## config.mk

```make
export PLATFORM = sky130hd
export DESIGN_NAME = ccs_ctrl
export DESIGN_NICKNAME = d
export VERILOG_FILES = /design/src/rtl/ccs_pkg.sv /design/src/rtl/ccs_axil.sv /design/src/rtl/ccs_ctrl.sv
export VERILOG_INCLUDE_DIRS = /design/src /design/src/rtl
export SDC_FILE = /design/constraint.sdc
export NUM_CORES = 1
export LEC_CHECK = 0
export BUFFER_PORTS_ARGS = -buffer_cell sky130_fd_sc_hd__buf_2
export CORE_MARGIN = 1.5
export CORE_UTILIZATION = 32
export DETAILED_ROUTE_END_ITERATION = 12
export PLACE_DENSITY_LB_ADDON = 0.2
export SLEW_MARGIN = 25
export SYNTH_ARGS = -nofsm -noshare
export SYNTH_HDL_FRONTEND = slang
export SYNTH_SLANG_ARGS = --single-unit
```

## constraint.sdc

```tcl
create_clock -name clk -period 2.5 [get_ports clk]
set_clock_uncertainty 0.05 [all_clocks]
set_input_delay 0.5 -clock clk [delete_from_list [all_inputs] [get_ports clk]]
set_output_delay 0.5 -clock clk [all_outputs]
set_load 0.1 [all_outputs]
```

## src/rtl/ccs_params.svh

```systemverilog
`ifndef CCS_PARAMS_SVH
`define CCS_PARAMS_SVH

// Register offsets of the command port
`define CCS_OFF_CTRL 8'h00
`define CCS_OFF_CMD 8'h04
`define CCS_OFF_STAT 8'h08

// Control word fields
`define CCS_CTRL_DIV_LSB 0
`define CCS_CTRL_FREQ_LSB 4
`define CCS_CTRL_AUTO_BIT 8
`define CCS_CTRL_SUBOK_BIT 9
`define CCS_CTRL_RESET 16'h0000

// Clock output mode fields and values
`define CCS_OMODE_EN_BIT 3
`define CCS_OMODE_ZERO_BIT 2
`define CCS_OMODE_RESET 4'h0
`define CCS_OMODE_CPU 4'h8

// Divider encodings
`define CCS_DIV_FX16 2'h1
`define CCS_DIV_SAFE 2'h0

// Port 2 settings for clock output
`define CCS_PORT2_LATCH_LOW 4'h0
`define CCS_PORT2_OUTPUT 4'hF

// Timing
`define CCS_CLK_NS 8
`define CCS_STARTUP_NS 31300000
`define CCS_SUB_MC_NS 122000
`define CCS_SWITCH_MC 32
`define CCS_STARTUP_CYC \
   ((`CCS_STARTUP_NS + `CCS_CLK_NS - 1) / `CCS_CLK_NS)
`define CCS_SWITCH_CYC \
   ((`CCS_SWITCH_MC * `CCS_SUB_MC_NS + `CCS_CLK_NS - 1) / `CCS_CLK_NS)
`define CCS_CNT_W 22

`endif

```

## src/rtl/ccs_pkg.sv

```systemverilog
`default_nettype none
package ccs_pkg;
   typedef enum logic [12:0] {
      ST_BOOT      = 13'h0001,
      ST_IDLE      = 13'h0002,
      ST_SUB_DIV   = 13'h0004,
      ST_SUB_SEL   = 13'h0008,
      ST_SUB_WAIT  = 13'h0010,
      ST_SUB_STOP  = 13'h0020,
      ST_MAIN_OSC  = 13'h0040,
      ST_MAIN_WAIT = 13'h0080,
      ST_MAIN_SEL  = 13'h0100,
      ST_CO_FREQ   = 13'h0200,
      ST_CO_LATCH  = 13'h0400,
      ST_CO_MODE   = 13'h0800,
      ST_CO_EN     = 13'h1000
   } ccs_st_t;

   typedef enum logic [2:0] {
      DA_CPU_DIV      = 3'h0,
      DA_SYS_SEL      = 3'h1,
      DA_OSC_STOP     = 3'h2,
      DA_CLK_OUT_MODE = 3'h3,
      DA_PORT2_LATCH  = 3'h4,
      DA_PORT2_MODE   = 3'h5
   } ccs_dev_addr_t;

   typedef enum logic [2:0] {
      CMD_NONE    = 3'h0,
      CMD_GO_SUB  = 3'h1,
      CMD_GO_MAIN = 3'h2,
      CMD_SET_DIV = 3'h3,
      CMD_CO_START = 3'h4,
      CMD_BURST_ON = 3'h5,
      CMD_BURST_OFF = 3'h6,
      CMD_CLR_ERR = 3'h7
   } ccs_cmd_t;
endpackage
`default_nettype wire

```

## src/rtl/ccs_axil.sv

```systemverilog
`include "ccs_params.svh"
`default_nettype none
module ccs_axil (
   // Clock and reset
   input wire logic clk,
   input wire logic nrst,
   input wire logic ce,
   // AXI4-Lite slave
   input wire logic [7:0] awaddr,
   input wire logic awvalid,
   output logic awready,
   input wire logic [31:0] wdata,
   input wire logic [3:0] wstrb,
   input wire logic wvalid,
   output logic wready,
   output logic [1:0] bresp,
   output logic bvalid,
   input wire logic bready,
   input wire logic [7:0] araddr,
   input wire logic arvalid,
   output logic arready,
   output logic [31:0] rdata,
   output logic [1:0] rresp,
   output logic rvalid,
   input wire logic rready,
   // Core side
   input wire logic [15:0] status,
   output logic [15:0] ctrl,
   output logic cmd_valid,
   output ccs_pkg::ccs_cmd_t cmd
);
   typedef struct packed {
      logic bvalid;
      logic [1:0] bresp;
      logic rvalid;
      logic [31:0] rdata;
      logic [1:0] rresp;
      logic [15:0] ctrl;
      logic cmd_valid;
      ccs_pkg::ccs_cmd_t cmd;
   } ccs_bus_t;

   ccs_bus_t q, d;
   logic wr_go;

   // Address and data are taken together, only once the response is gone
   assign wr_go = awvalid && wvalid && !q.bvalid;
   assign awready = wr_go;
   assign wready = wr_go;
   assign arready = !q.rvalid;
   assign bvalid = q.bvalid;
   assign bresp = q.bresp;
   assign rvalid = q.rvalid;
   assign rdata = q.rdata;
   assign rresp = q.rresp;
   assign ctrl = q.ctrl;
   assign cmd_valid = q.cmd_valid;
   assign cmd = q.cmd;

   always_comb begin
      d = q;
      d.cmd_valid = 1'b0;
      if (q.bvalid && bready) begin
         d.bvalid = 1'b0;
      end
      if (wr_go) begin
         d.bvalid = 1'b1;
         d.bresp = 2'h0;
         case (awaddr)
            `CCS_OFF_CTRL: begin
               if (wstrb[0]) begin
                  d.ctrl[7:0] = wdata[7:0];
               end
               if (wstrb[1]) begin
                  d.ctrl[15:8] = wdata[15:8];
               end
            end
            `CCS_OFF_CMD: begin
               d.cmd_valid = wstrb[0];
               d.cmd = ccs_pkg::ccs_cmd_t'(wdata[2:0]);
            end
            `CCS_OFF_STAT: begin
               d.bresp = 2'h0;
            end
            default: begin
               d.bresp = 2'h2;
            end
         endcase
      end
      if (q.rvalid && rready) begin
         d.rvalid = 1'b0;
      end
      if (arvalid && !q.rvalid) begin
         d.rvalid = 1'b1;
         d.rresp = 2'h0;
         case (araddr)
            `CCS_OFF_CTRL: d.rdata = {16'h0000, q.ctrl};
            `CCS_OFF_CMD: d.rdata = 32'h0000_0000;
            `CCS_OFF_STAT: d.rdata = {16'h0000, status};
            default: begin
               d.rdata = 32'h0000_0000;
               d.rresp = 2'h2;
            end
         endcase
      end
   end

   always_ff @(posedge clk) begin
      if (!nrst) begin
         q <= '{bvalid: 1'b0, bresp: 2'h0, rvalid: 1'b0,
                rdata: 32'h0000_0000, rresp: 2'h0,
                ctrl: `CCS_CTRL_RESET, cmd_valid: 1'b0,
                cmd: ccs_pkg::CMD_NONE};
      end else if (ce) begin
         q <= d;
      end
   end
endmodule
`default_nettype wire

```

## src/rtl/ccs_ctrl.sv

```systemverilog
// Functional notes
// - Stop main oscillation only after the switchover time has elapsed.
// - Never select subsystem clock while divider holds divide-by-16.
// - Never program divide-by-16 while running on subsystem clock.
// - Main to subsystem switch takes 32 machine cycles; wait before stop.
// - Subsystem oscillator must run before it is selected.
// - Restore: restart oscillator, wait stabilisation, then select main.
// - Raise divider speed only after starting at reset speed.
// - Clock output start: frequency, latch zero, port output, enable.
// - Bit 2 of clock output mode is always written as zero.
// - Frequency bits set the carrier; enable bit gates bursts.
`include "ccs_params.svh"
`default_nettype none
module ccs_ctrl #(
   parameter int STARTUP_CYC = `CCS_STARTUP_CYC,
   parameter int SWITCH_CYC = `CCS_SWITCH_CYC,
   parameter int STAB_CYC = `CCS_STARTUP_CYC
) (
   // Clock, reset, enable
   input wire logic clk,
   input wire logic nrst,
   input wire logic ce,
   // AXI4-Lite slave
   input wire logic [7:0] awaddr,
   input wire logic awvalid,
   output logic awready,
   input wire logic [31:0] wdata,
   input wire logic [3:0] wstrb,
   input wire logic wvalid,
   output logic wready,
   output logic [1:0] bresp,
   output logic bvalid,
   input wire logic bready,
   input wire logic [7:0] araddr,
   input wire logic arvalid,
   output logic arready,
   output logic [31:0] rdata,
   output logic [1:0] rresp,
   output logic rvalid,
   input wire logic rready,
   // Power fail pin
   input wire logic power_fail_interrupt,
   // Device register write port
   output logic dev_we,
   output ccs_pkg::ccs_dev_addr_t dev_addr,
   output logic [3:0] dev_wdata,
   // Status
   output logic busy
);
   localparam int CW = `CCS_CNT_W;

   typedef struct packed {
      ccs_pkg::ccs_st_t st;
      logic [CW-1:0] cnt;
      logic [1:0] div;
      logic sub;
      logic osc_off;
      logic [3:0] omode;
      logic port_ok;
      logic boot_done;
      logic err;
      logic we;
      ccs_pkg::ccs_dev_addr_t addr;
      logic [3:0] data;
      logic [2:0] pf;
   } ccs_state_t;

   ccs_state_t q, d;
   logic [15:0] ctrl;
   logic [15:0] status;
   logic cmd_valid;
   ccs_pkg::ccs_cmd_t cmd;
   ccs_pkg::ccs_cmd_t go;
   logic [1:0] req_div;
   logic [1:0] req_freq;

   ccs_axil u_bus (
      .clk(clk),
      .nrst(nrst),
      .ce(ce),
      .awaddr(awaddr),
      .awvalid(awvalid),
      .awready(awready),
      .wdata(wdata),
      .wstrb(wstrb),
      .wvalid(wvalid),
      .wready(wready),
      .bresp(bresp),
      .bvalid(bvalid),
      .bready(bready),
      .araddr(araddr),
      .arvalid(arvalid),
      .arready(arready),
      .rdata(rdata),
      .rresp(rresp),
      .rvalid(rvalid),
      .rready(rready),
      .status(status),
      .ctrl(ctrl),
      .cmd_valid(cmd_valid),
      .cmd(cmd)
   );

   // Device writes are one-cycle strobes from flip-flops
   function automatic ccs_state_t put(input ccs_state_t s,
                                      input ccs_pkg::ccs_dev_addr_t a,
                                      input logic [3:0] v);
      s.we = 1'b1;
      s.addr = a;
      s.data = v;
      return s;
   endfunction

   function automatic logic [3:0] omode_val(input logic en,
                                            input logic [1:0] f);
      return {en, 1'b0, f};
   endfunction

   assign req_div = ctrl[`CCS_CTRL_DIV_LSB +: 2];
   assign req_freq = ctrl[`CCS_CTRL_FREQ_LSB +: 2];
   assign dev_we = q.we;
   assign dev_addr = q.addr;
   assign dev_wdata = q.data;
   assign busy = (q.st != ccs_pkg::ST_IDLE);
   // Shadow of the write-only mode register, since the device cannot read back
   assign status = {3'h0, q.err, q.boot_done, q.port_ok, q.sub, q.osc_off,
                    busy, q.omode, q.div, 1'b0};

   //////////////////////////////////////////////////////////////////////////
   always_comb begin
      d = q;
      d.we = 1'b0;
      // Pin passes two flops before the edge detector looks at it
      d.pf = {q.pf[1:0], power_fail_interrupt};
      go = ccs_pkg::CMD_NONE;
      if (cmd_valid) begin
         go = cmd;
      end else if (q.pf[1] && !q.pf[2] && ctrl[`CCS_CTRL_AUTO_BIT] &&
                   !q.sub && !q.osc_off) begin
         go = ccs_pkg::CMD_GO_SUB;
      end
      if (go == ccs_pkg::CMD_CLR_ERR) begin
         d.err = 1'b0;
      end else if (go != ccs_pkg::CMD_NONE && busy) begin
         // Commands while busy are dropped and flagged; a clear is never flagged and always clears
         d.err = 1'b1;
      end
      case (q.st)
         ccs_pkg::ST_BOOT: begin
            d.cnt = q.cnt + CW'(1);
            if (q.cnt == CW'(STARTUP_CYC - 1)) begin
               d.boot_done = 1'b1;
               d.st = ccs_pkg::ST_IDLE;
            end
         end
         ccs_pkg::ST_IDLE: begin
            case (go)
               ccs_pkg::CMD_GO_SUB: begin
                  if (q.sub || !ctrl[`CCS_CTRL_SUBOK_BIT]) begin
                     d.err = 1'b1;
                  end else if (q.div == `CCS_DIV_FX16) begin
                     d.st = ccs_pkg::ST_SUB_DIV;
                  end else begin
                     d.st = ccs_pkg::ST_SUB_SEL;
                  end
               end
               ccs_pkg::CMD_GO_MAIN: begin
                  if (!q.sub) begin
                     d.err = 1'b1;
                  end else begin
                     d.st = ccs_pkg::ST_MAIN_OSC;
                  end
               end
               ccs_pkg::CMD_SET_DIV: begin
                  if (q.sub && req_div == `CCS_DIV_FX16) begin
                     d.err = 1'b1;
                  end else begin
                     d = put(d, ccs_pkg::DA_CPU_DIV, {2'h0, req_div});
                     d.div = req_div;
                  end
               end
               ccs_pkg::CMD_CO_START: begin
                  d.st = ccs_pkg::ST_CO_FREQ;
               end
               ccs_pkg::CMD_BURST_ON,
               ccs_pkg::CMD_BURST_OFF: begin
                  if (!q.port_ok) begin
                     d.err = 1'b1;
                  end else begin
                     d.omode = omode_val(go == ccs_pkg::CMD_BURST_ON,
                                         q.omode[1:0]);
                     d = put(d, ccs_pkg::DA_CLK_OUT_MODE, d.omode);
                  end
               end
               default: begin
                  d.st = ccs_pkg::ST_IDLE;
               end
            endcase
         end
         ccs_pkg::ST_SUB_DIV: begin
            d = put(d, ccs_pkg::DA_CPU_DIV, {2'h0, `CCS_DIV_SAFE});
            d.div = `CCS_DIV_SAFE;
            d.st = ccs_pkg::ST_SUB_SEL;
         end
         ccs_pkg::ST_SUB_SEL: begin
            // device lags; count from the select write
            d = put(d, ccs_pkg::DA_SYS_SEL, 4'h1);
            d.sub = 1'b1;
            d.cnt = '0;
            d.st = ccs_pkg::ST_SUB_WAIT;
         end
         ccs_pkg::ST_SUB_WAIT: begin
            d.cnt = q.cnt + CW'(1);
            if (q.cnt == CW'(SWITCH_CYC - 1)) begin
               d.st = ccs_pkg::ST_SUB_STOP;
            end
         end
         ccs_pkg::ST_SUB_STOP: begin
            d = put(d, ccs_pkg::DA_OSC_STOP, 4'h1);
            d.osc_off = 1'b1;
            d.st = ccs_pkg::ST_IDLE;
         end
         ccs_pkg::ST_MAIN_OSC: begin
            d = put(d, ccs_pkg::DA_OSC_STOP, 4'h0);
            d.osc_off = 1'b0;
            d.cnt = '0;
            d.st = ccs_pkg::ST_MAIN_WAIT;
         end
         ccs_pkg::ST_MAIN_WAIT: begin
            d.cnt = q.cnt + CW'(1);
            if (q.cnt == CW'(STAB_CYC - 1)) begin
               d.st = ccs_pkg::ST_MAIN_SEL;
            end
         end
         ccs_pkg::ST_MAIN_SEL: begin
            d = put(d, ccs_pkg::DA_SYS_SEL, 4'h0);
            d.sub = 1'b0;
            d.st = ccs_pkg::ST_IDLE;
         end
         ccs_pkg::ST_CO_FREQ: begin
            d.omode = omode_val(1'b0, req_freq);
            d = put(d, ccs_pkg::DA_CLK_OUT_MODE, d.omode);
            d.port_ok = 1'b0;
            d.st = ccs_pkg::ST_CO_LATCH;
         end
         ccs_pkg::ST_CO_LATCH: begin
            // low latch keeps idle pin low
            d = put(d, ccs_pkg::DA_PORT2_LATCH, `CCS_PORT2_LATCH_LOW);
            d.st = ccs_pkg::ST_CO_MODE;
         end
         ccs_pkg::ST_CO_MODE: begin
            d = put(d, ccs_pkg::DA_PORT2_MODE, `CCS_PORT2_OUTPUT);
            d.port_ok = 1'b1;
            d.st = ccs_pkg::ST_CO_EN;
         end
         ccs_pkg::ST_CO_EN: begin
            // frequency 0 with enable gives 1000B
            d.omode = omode_val(1'b1, q.omode[1:0]);
            d = put(d, ccs_pkg::DA_CLK_OUT_MODE, d.omode);
            d.st = ccs_pkg::ST_IDLE;
         end
         default: begin
            d.st = ccs_pkg::ST_IDLE;
         end
      endcase
   end

   always_ff @(posedge clk) begin
      if (!nrst) begin
         q <= '{st: ccs_pkg::ST_BOOT, cnt: '0, div: 2'h0, sub: 1'b0,
                osc_off: 1'b0, omode: `CCS_OMODE_RESET, port_ok: 1'b0,
                boot_done: 1'b0, err: 1'b0, we: 1'b0,
                addr: ccs_pkg::DA_CPU_DIV, data: 4'h0, pf: 3'h0};
      end else if (ce) begin
         q <= d;
      end
   end
endmodule
`default_nettype wire

```

* Word-level counts from Yosys, hierarchy flattened *
Cells that the tools add are included.

operators by class
  $add $sub $neg = 1
  eq/ne operators = 43
  multiplexer cells = 37
  bitwise operators = 9
  reductions and logical operators = 52

operators with widths
  kind                                             number
  one-hot mux 13 bit (10 select lines)             1
  one-hot mux 12 bit (10 select lines)             1
  one-hot mux 9 bit (9 select lines)               1
  one-hot mux 22 bit (3 select lines)              1
  two-way mux 13 bit                               5
  one-hot mux 13 bit (5 select lines)              1
  one-hot mux 32 bit (2 select lines)              1
  two-way mux 35 bit                               1
  one-hot mux 16 bit (2 select lines)              1
  adder 22 x 1 -> 22 bit, second input constant    1
  == test 22 x 19 -> 1 bit, second input constant  1
  == test 22 bit, second input constant            1
  two-way mux 11 bit                               2
  one-hot mux 11 bit (2 select lines)              1
  AND reduction 10 bit                             2
  AND reduction 9 bit                              2
  == test 8 x 3 -> 1 bit, second input constant    2
  == test 8 x 4 -> 1 bit, second input constant    2
  zero test 8 bit                                  2
  inequality test 2 bit, second input constant     7
  == test 13 x 1 -> 1 bit, second input constant   1
  == test 13 x 10 -> 1 bit, second input constant  1
  == test 13 x 11 -> 1 bit, second input constant  1
  == test 13 x 12 -> 1 bit, second input constant  1
  41 further kinds                                 102

word-level totals
  flip-flop bits (word level) = 115
  input bits = 61
  output and inout port bits = 50
  logic and storage cells = 165

* Longest topological paths before layout *
  depth in word-level cells = 14
  gate-level depth with buffers = 10

* Cells and area by module *
From an unflattened synthesis, not the netlist that was laid out.

unflattened totals
  cell total of the unflattened synthesis = 643
  area, all modules = 5475.3 µm²

by module, submodules not included
  module    instances  cells each  area each (µm²)  seq. area each (µm²)
  ccs_ctrl  1          434         3514.6           1121.1
  ccs_axil  1          209         1960.6           800.8

* Worst setup path before layout *
No wires, ideal clock.

  kind = register to register
  start point = register u_bus.q (netlist bit u_bus.bvalid)
  end point = register u_bus.q (netlist bit u_bus.ctrl[0])
  library setup time = 0.070 ns
  data arrival time = 2.832 ns
  required time = 2.380 ns
  slack = -0.452 ns
  stages on the path, launching flop included = 8
  clock period less this slack = 2.952 ns
  cell sequence = dfxtp_1 and3b_1 nand2_1 nor4_1 and2_1 clkbuf_1 nand2_1 a21oi_1

on the way
  word-level cells in the longest chain between the ends = 3

RTL lines
  item                           RTL line         text
  start: declaration             ccs_axil.sv:43   ccs_bus_t q, d;
  start signal: assignment       ccs_axil.sv:110  q <= '{bvalid: 1'b0, bresp: 2'h0, rvalid: 1'b0,
  zero test 1 bit                ccs_axil.sv:47   assign wr_go = awvalid && wvalid && !q.bvalid;
  logical AND 1 bit              ccs_axil.sv:47
  via awready                    ccs_ctrl.sv:26   output logic awready,
  AND reduction 4 bit (no line)  --

The timed path passes the listed nets, and every way through them passes these cells.
A chain may end at the register's enable or synchronous reset.

* Final worst setup path *
  start point = register q[48] (netlist bit)
  end point = output busy

on the way
  word-level cells in the longest chain between the ends = 1

RTL lines
  item                             RTL line         text
  start: declaration               ccs_ctrl.sv:68   ccs_state_t q, d;
  start signal: assignment         ccs_ctrl.sv:270  q <= '{st: ccs_pkg::ST_BOOT, cnt: '0, div: 2'h0, sub: 1'b0,
  inequality test 13 x 2 -> 1 bit  ccs_ctrl.sv:124  assign busy = (q.st != ccs_pkg::ST_IDLE);
  end: declaration                 ccs_ctrl.sv:48   output logic busy

No other way between the ends.

==> results.sh <==
export IMPL_route_met3_wl_um=583
export IMPL_nets=798
export IMPL_yosys_most_used_dff="dfxtp_1"
export IMPL_grt_max_degree=51
export IMPL_dpl_hpwl_um=10600
export IMPL_syn_inst=662
export IMPL_worstMarginPinSlew_ps=568
export IMPL_yosys_warnings=0
export IMPL_synth_seq_cells=96
export IMPL_period_minus_slack_ps=2330
export IMPL_finalInstanceArea_um2=6140
export IMPL_yosysTopAreaCell="dfxtp_1"
export IMPL_htreeDepth=3
export IMPL_ir_drop_v=0.000323
export IMPL_drtIter0Drc=316
export IMPL_core_area_um2=15900
export IMPL_dieArea_um2=17000
export IMPL_port_buffers=74
export IMPL_preCtsSetupSlack_ps=155
export IMPL_tns_ps=0
export IMPL_clkTransAtPathRegs_ps=60
export IMPL_r2r_slack_ps=180
export IMPL_synth_edf_count=0
export IMPL_critPathTopFamily="simple AND/OR/NAND/NOR gates"
export IMPL_drive_gt1_share_pct=21.0
export IMPL_critPathLaunchType="flop"
export IMPL_relSlewSlack_pct=61.8
export IMPL_ys_types=66
export IMPL_status="complete, no violations"
export IMPL_cts_tree="yes"
export IMPL_placed_area_um2=5840
export IMPL_wl_met2_um=6590
export IMPL_fp_dieW_um=130
export IMPL_cp_cell_sequence="nor4_1 > buf_4 > nand3_1 > buf_2"
export IMPL_worst_path_stages=4
export IMPL_routed_wl_um=14200
export IMPL_clockBufferDepth=2
export IMPL_grt_use_total_pct=17.3
export IMPL_vias=5054
export IMPL_diodes=0
export IMPL_synth_area_top_cells="dfxtp_1 (37%), nand2_1 (7.9%), a21oi_1 (6.1%)"
export IMPL_grt_first_pass_wirelength_um=23300
export IMPL_holdCritPathClass="primary input to flop"
export IMPL_netlist_area_um2=5200
export IMPL_gp_congestion=0.886
export IMPL_timing_final_crit_share_pct=93.4
export IMPL_r2r_end="q[38]$_SDFFE_PN0P_"
export IMPL_cts_sinks=96
export IMPL_firstDrtPassIters=5
export IMPL_cp_startpoint="q[48]$_SDFFE_PN0P_"
export IMPL_routed_via_density=5.29
export IMPL_grt_setup_unrepaired="no"
export IMPL_crit_required_ps=1950
export IMPL_slowest_stage="nor4_1"
export IMPL_setup_slack_ps=165
export IMPL_max_freq_ghz=0.428
export IMPL_areaGrowthSynthToFinish_pct=18.2
export IMPL_path_class="flop to output pin"
export IMPL_grt_pass1_vias=4590
export IMPL_drcViolationCount=0
export IMPL_top_layer="met4"
export IMPL_crit_end="busy"
export IMPL_hold_viol=0
export IMPL_min_delay_start="power_fail_interrupt"
export IMPL_root_buffer="clkbuf_16"
export IMPL_die_y_um=130
export IMPL_pin_count=111
export IMPL_antenna_found_initial=0
export IMPL_cp_slowest_stage_delay_ps=500
export IMPL_avgSynthCellArea_um2=7.85
export IMPL_ys_seq_area_share_pct=37.0
export IMPL_start_util_pct=32.7
export IMPL_overflow=0
export IMPL_drt_met1_wl_um=6820
export IMPL_worstRegToRegCells=8
export IMPL_cp_max_fo=6
export IMPL_r2r_start="q[55]$_SDFFE_PN0P_"
export IMPL_p_per_area_nw_per_um2=527
export IMPL_cp_buffers_inverters=2
export IMPL_cap_violations=0
export IMPL_clkLatencyLatePin_ps=350
export IMPL_setup_viol=0
export IMPL_whs_ps=344
export IMPL_rows=46
export IMPL_slew_viol_final=0
export IMPL_yosys_area_top_type_share_pct=37.0
export IMPL_cp_data_arrival_time_ps=1780
export IMPL_cts_buffers=9
export IMPL_wl_per_cell_um=14.9
export IMPL_ant_nets=0
export IMPL_endpoint_kind="output pin"
export IMPL_ys_async_sr_fraction_pct=0
export IMPL_leakagePower_nw=2.31
## per-layer routing
layer	global-route usage, %	up-vias
met5	0	-
met4	6.14	0
met3	3.50	18
met2	26.8	126
met1	23.9	2404
li1	-	2506
## synth_stat cells, drive strengths merged, types with 3 or more instances
master / count
nor4: 14
or3: 21
o2111ai: 3
and4: 4
o21ai: 32
buf: 37
o31ai: 6
nor2: 42
nor3: 8
mux2: 10
a22oi: 5
o211ai: 4
nor4bb: 3
dfxtp: 96
o21a: 4
nor3b: 5
and2: 7
o2bb2ai: 3
nor2b: 10
nand2: 111
xor2: 3
a21oi: 63
xnor2: 4
clkbuf: 30
nor4b: 7
inv: 12
and4b: 3
or4: 3
mux2i: 17
nand4: 26
nand3: 34
## worst min-delay path, stage by stage
cell and delay [ps]:
buf_2 80, mux2i_1 60, nor2_1 70
## cell usage in the layout (no fill, tap or decap), types with 4 or more instances in the layout
master / netlist / layout
nand2_1: 110 / 110
dfxtp_1: 96 / 94
buf_2: 7 / 74
a21oi_1: 63 / 63
nor2_1: 42 / 42
buf_4: 27 / 38
nand3_1: 34 / 34
o21ai_0: 27 / 27
nand4_1: 26 / 26
or3_1: 21 / 21
conb_1: 1 / 18
mux2i_1: 17 / 17
nor4_1: 11 / 10
nor2b_1: 10 / 10
inv_1: 11 / 10
mux2_2: 10 / 10
clkbuf_16: 0 / 9
nor3_1: 8 / 8
and2_1: 7 / 7
nor4b_1: 7 / 7
o31ai_1: 6 / 6
a22oi_1: 5 / 5
nor3b_1: 5 / 5
o21ai_1: 5 / 5
xnor2_1: 4 / 4
o21a_1: 4 / 4
## state kept, by name (all words and copies together), names as in the netlist
register / cells
u_bus.bvalid: 1
u_bus.rdata: 16
dev_we: 1
u_bus.rresp: 1
dev_wdata: 4
u_bus.ctrl: 16
u_bus.cmd_valid: 1
dev_addr: 3
u_bus.rvalid: 1
u_bus.cmd: 3
u_bus.bresp: 1
q: 48
## final cells by class
| cell class | instances | area, µm² |
|---|---|---|
| inverters | 12 | 48.8 |
| multi-input cells | 504 | 2940 |
| well taps | 216 | 270 |
| clock buffers | 11 | 243 |
| clock inverters | 3 | 43.8 |
| fillers | 1684 | 9740 |
| repair buffers | 113 | 676 |
| flip-flops and latches | 96 | 1920 |
## power breakdown
part           switching [W]  internal, W
sequential        0.00000780      0.00154
clock               0.000588     0.000792
combinational       0.000255    0.0000548
## worst min-delay path by stage
stage	to	slack, ps	cells after the start
after global routing	u_bus.ctrl[7]$_SDFFE_PN0P_	340	3
final	q[0]$_SDFFE_PN0P_	340	3
after CTS	u_bus.ctrl[10]$_SDFFE_PN0P_	330	3
after detailed placement	u_bus.ctrl[2]$_SDFFE_PN0P_	390	2
after global placement	u_bus.ctrl[7]$_SDFFE_PN0P_	390	2
after floorplan	u_bus.ctrl[10]$_SDFFE_PN0P_	380	2
## per-stage QoR
step / cells / total power (W) / utilization [%]
after floorplan: 679 / 0.00184 / -
after global placement: 940 / 0.00189 / 36.8
after detailed placement: 940 / 0.00189 / 36.8
after CTS: 954 / 0.00328 / 38.6
after global routing: 955 / 0.00336 / 38.7
final: 955 / 0.00324 / 38.7
## repair_timing
item / CTS / global route
setup buffers: 0 / 1
endpoints found under the hold margin: 0 / 0
hold buffers: 0 / 0
setup endpoints to repair: 0 / 8
resized for setup: 0 / 2
## logic make-up (layout without fill, tap and decap cells)
family	Yosys count	after routing	share of synthesized area, %
adder cells (fa/ha/maj)	1	1	0.241
other	1	18	0.0722
AO/OA/AOI/OAI	142	142	17.2
multiplexers	27	27	5.44
XOR/XNOR	7	7	1.18
buffers and inverters	79	139	7.97
flip-flops	96	96	37.0
AND/OR/NAND/NOR	309	309	31.0
Power figures use the tool's default switching activity.
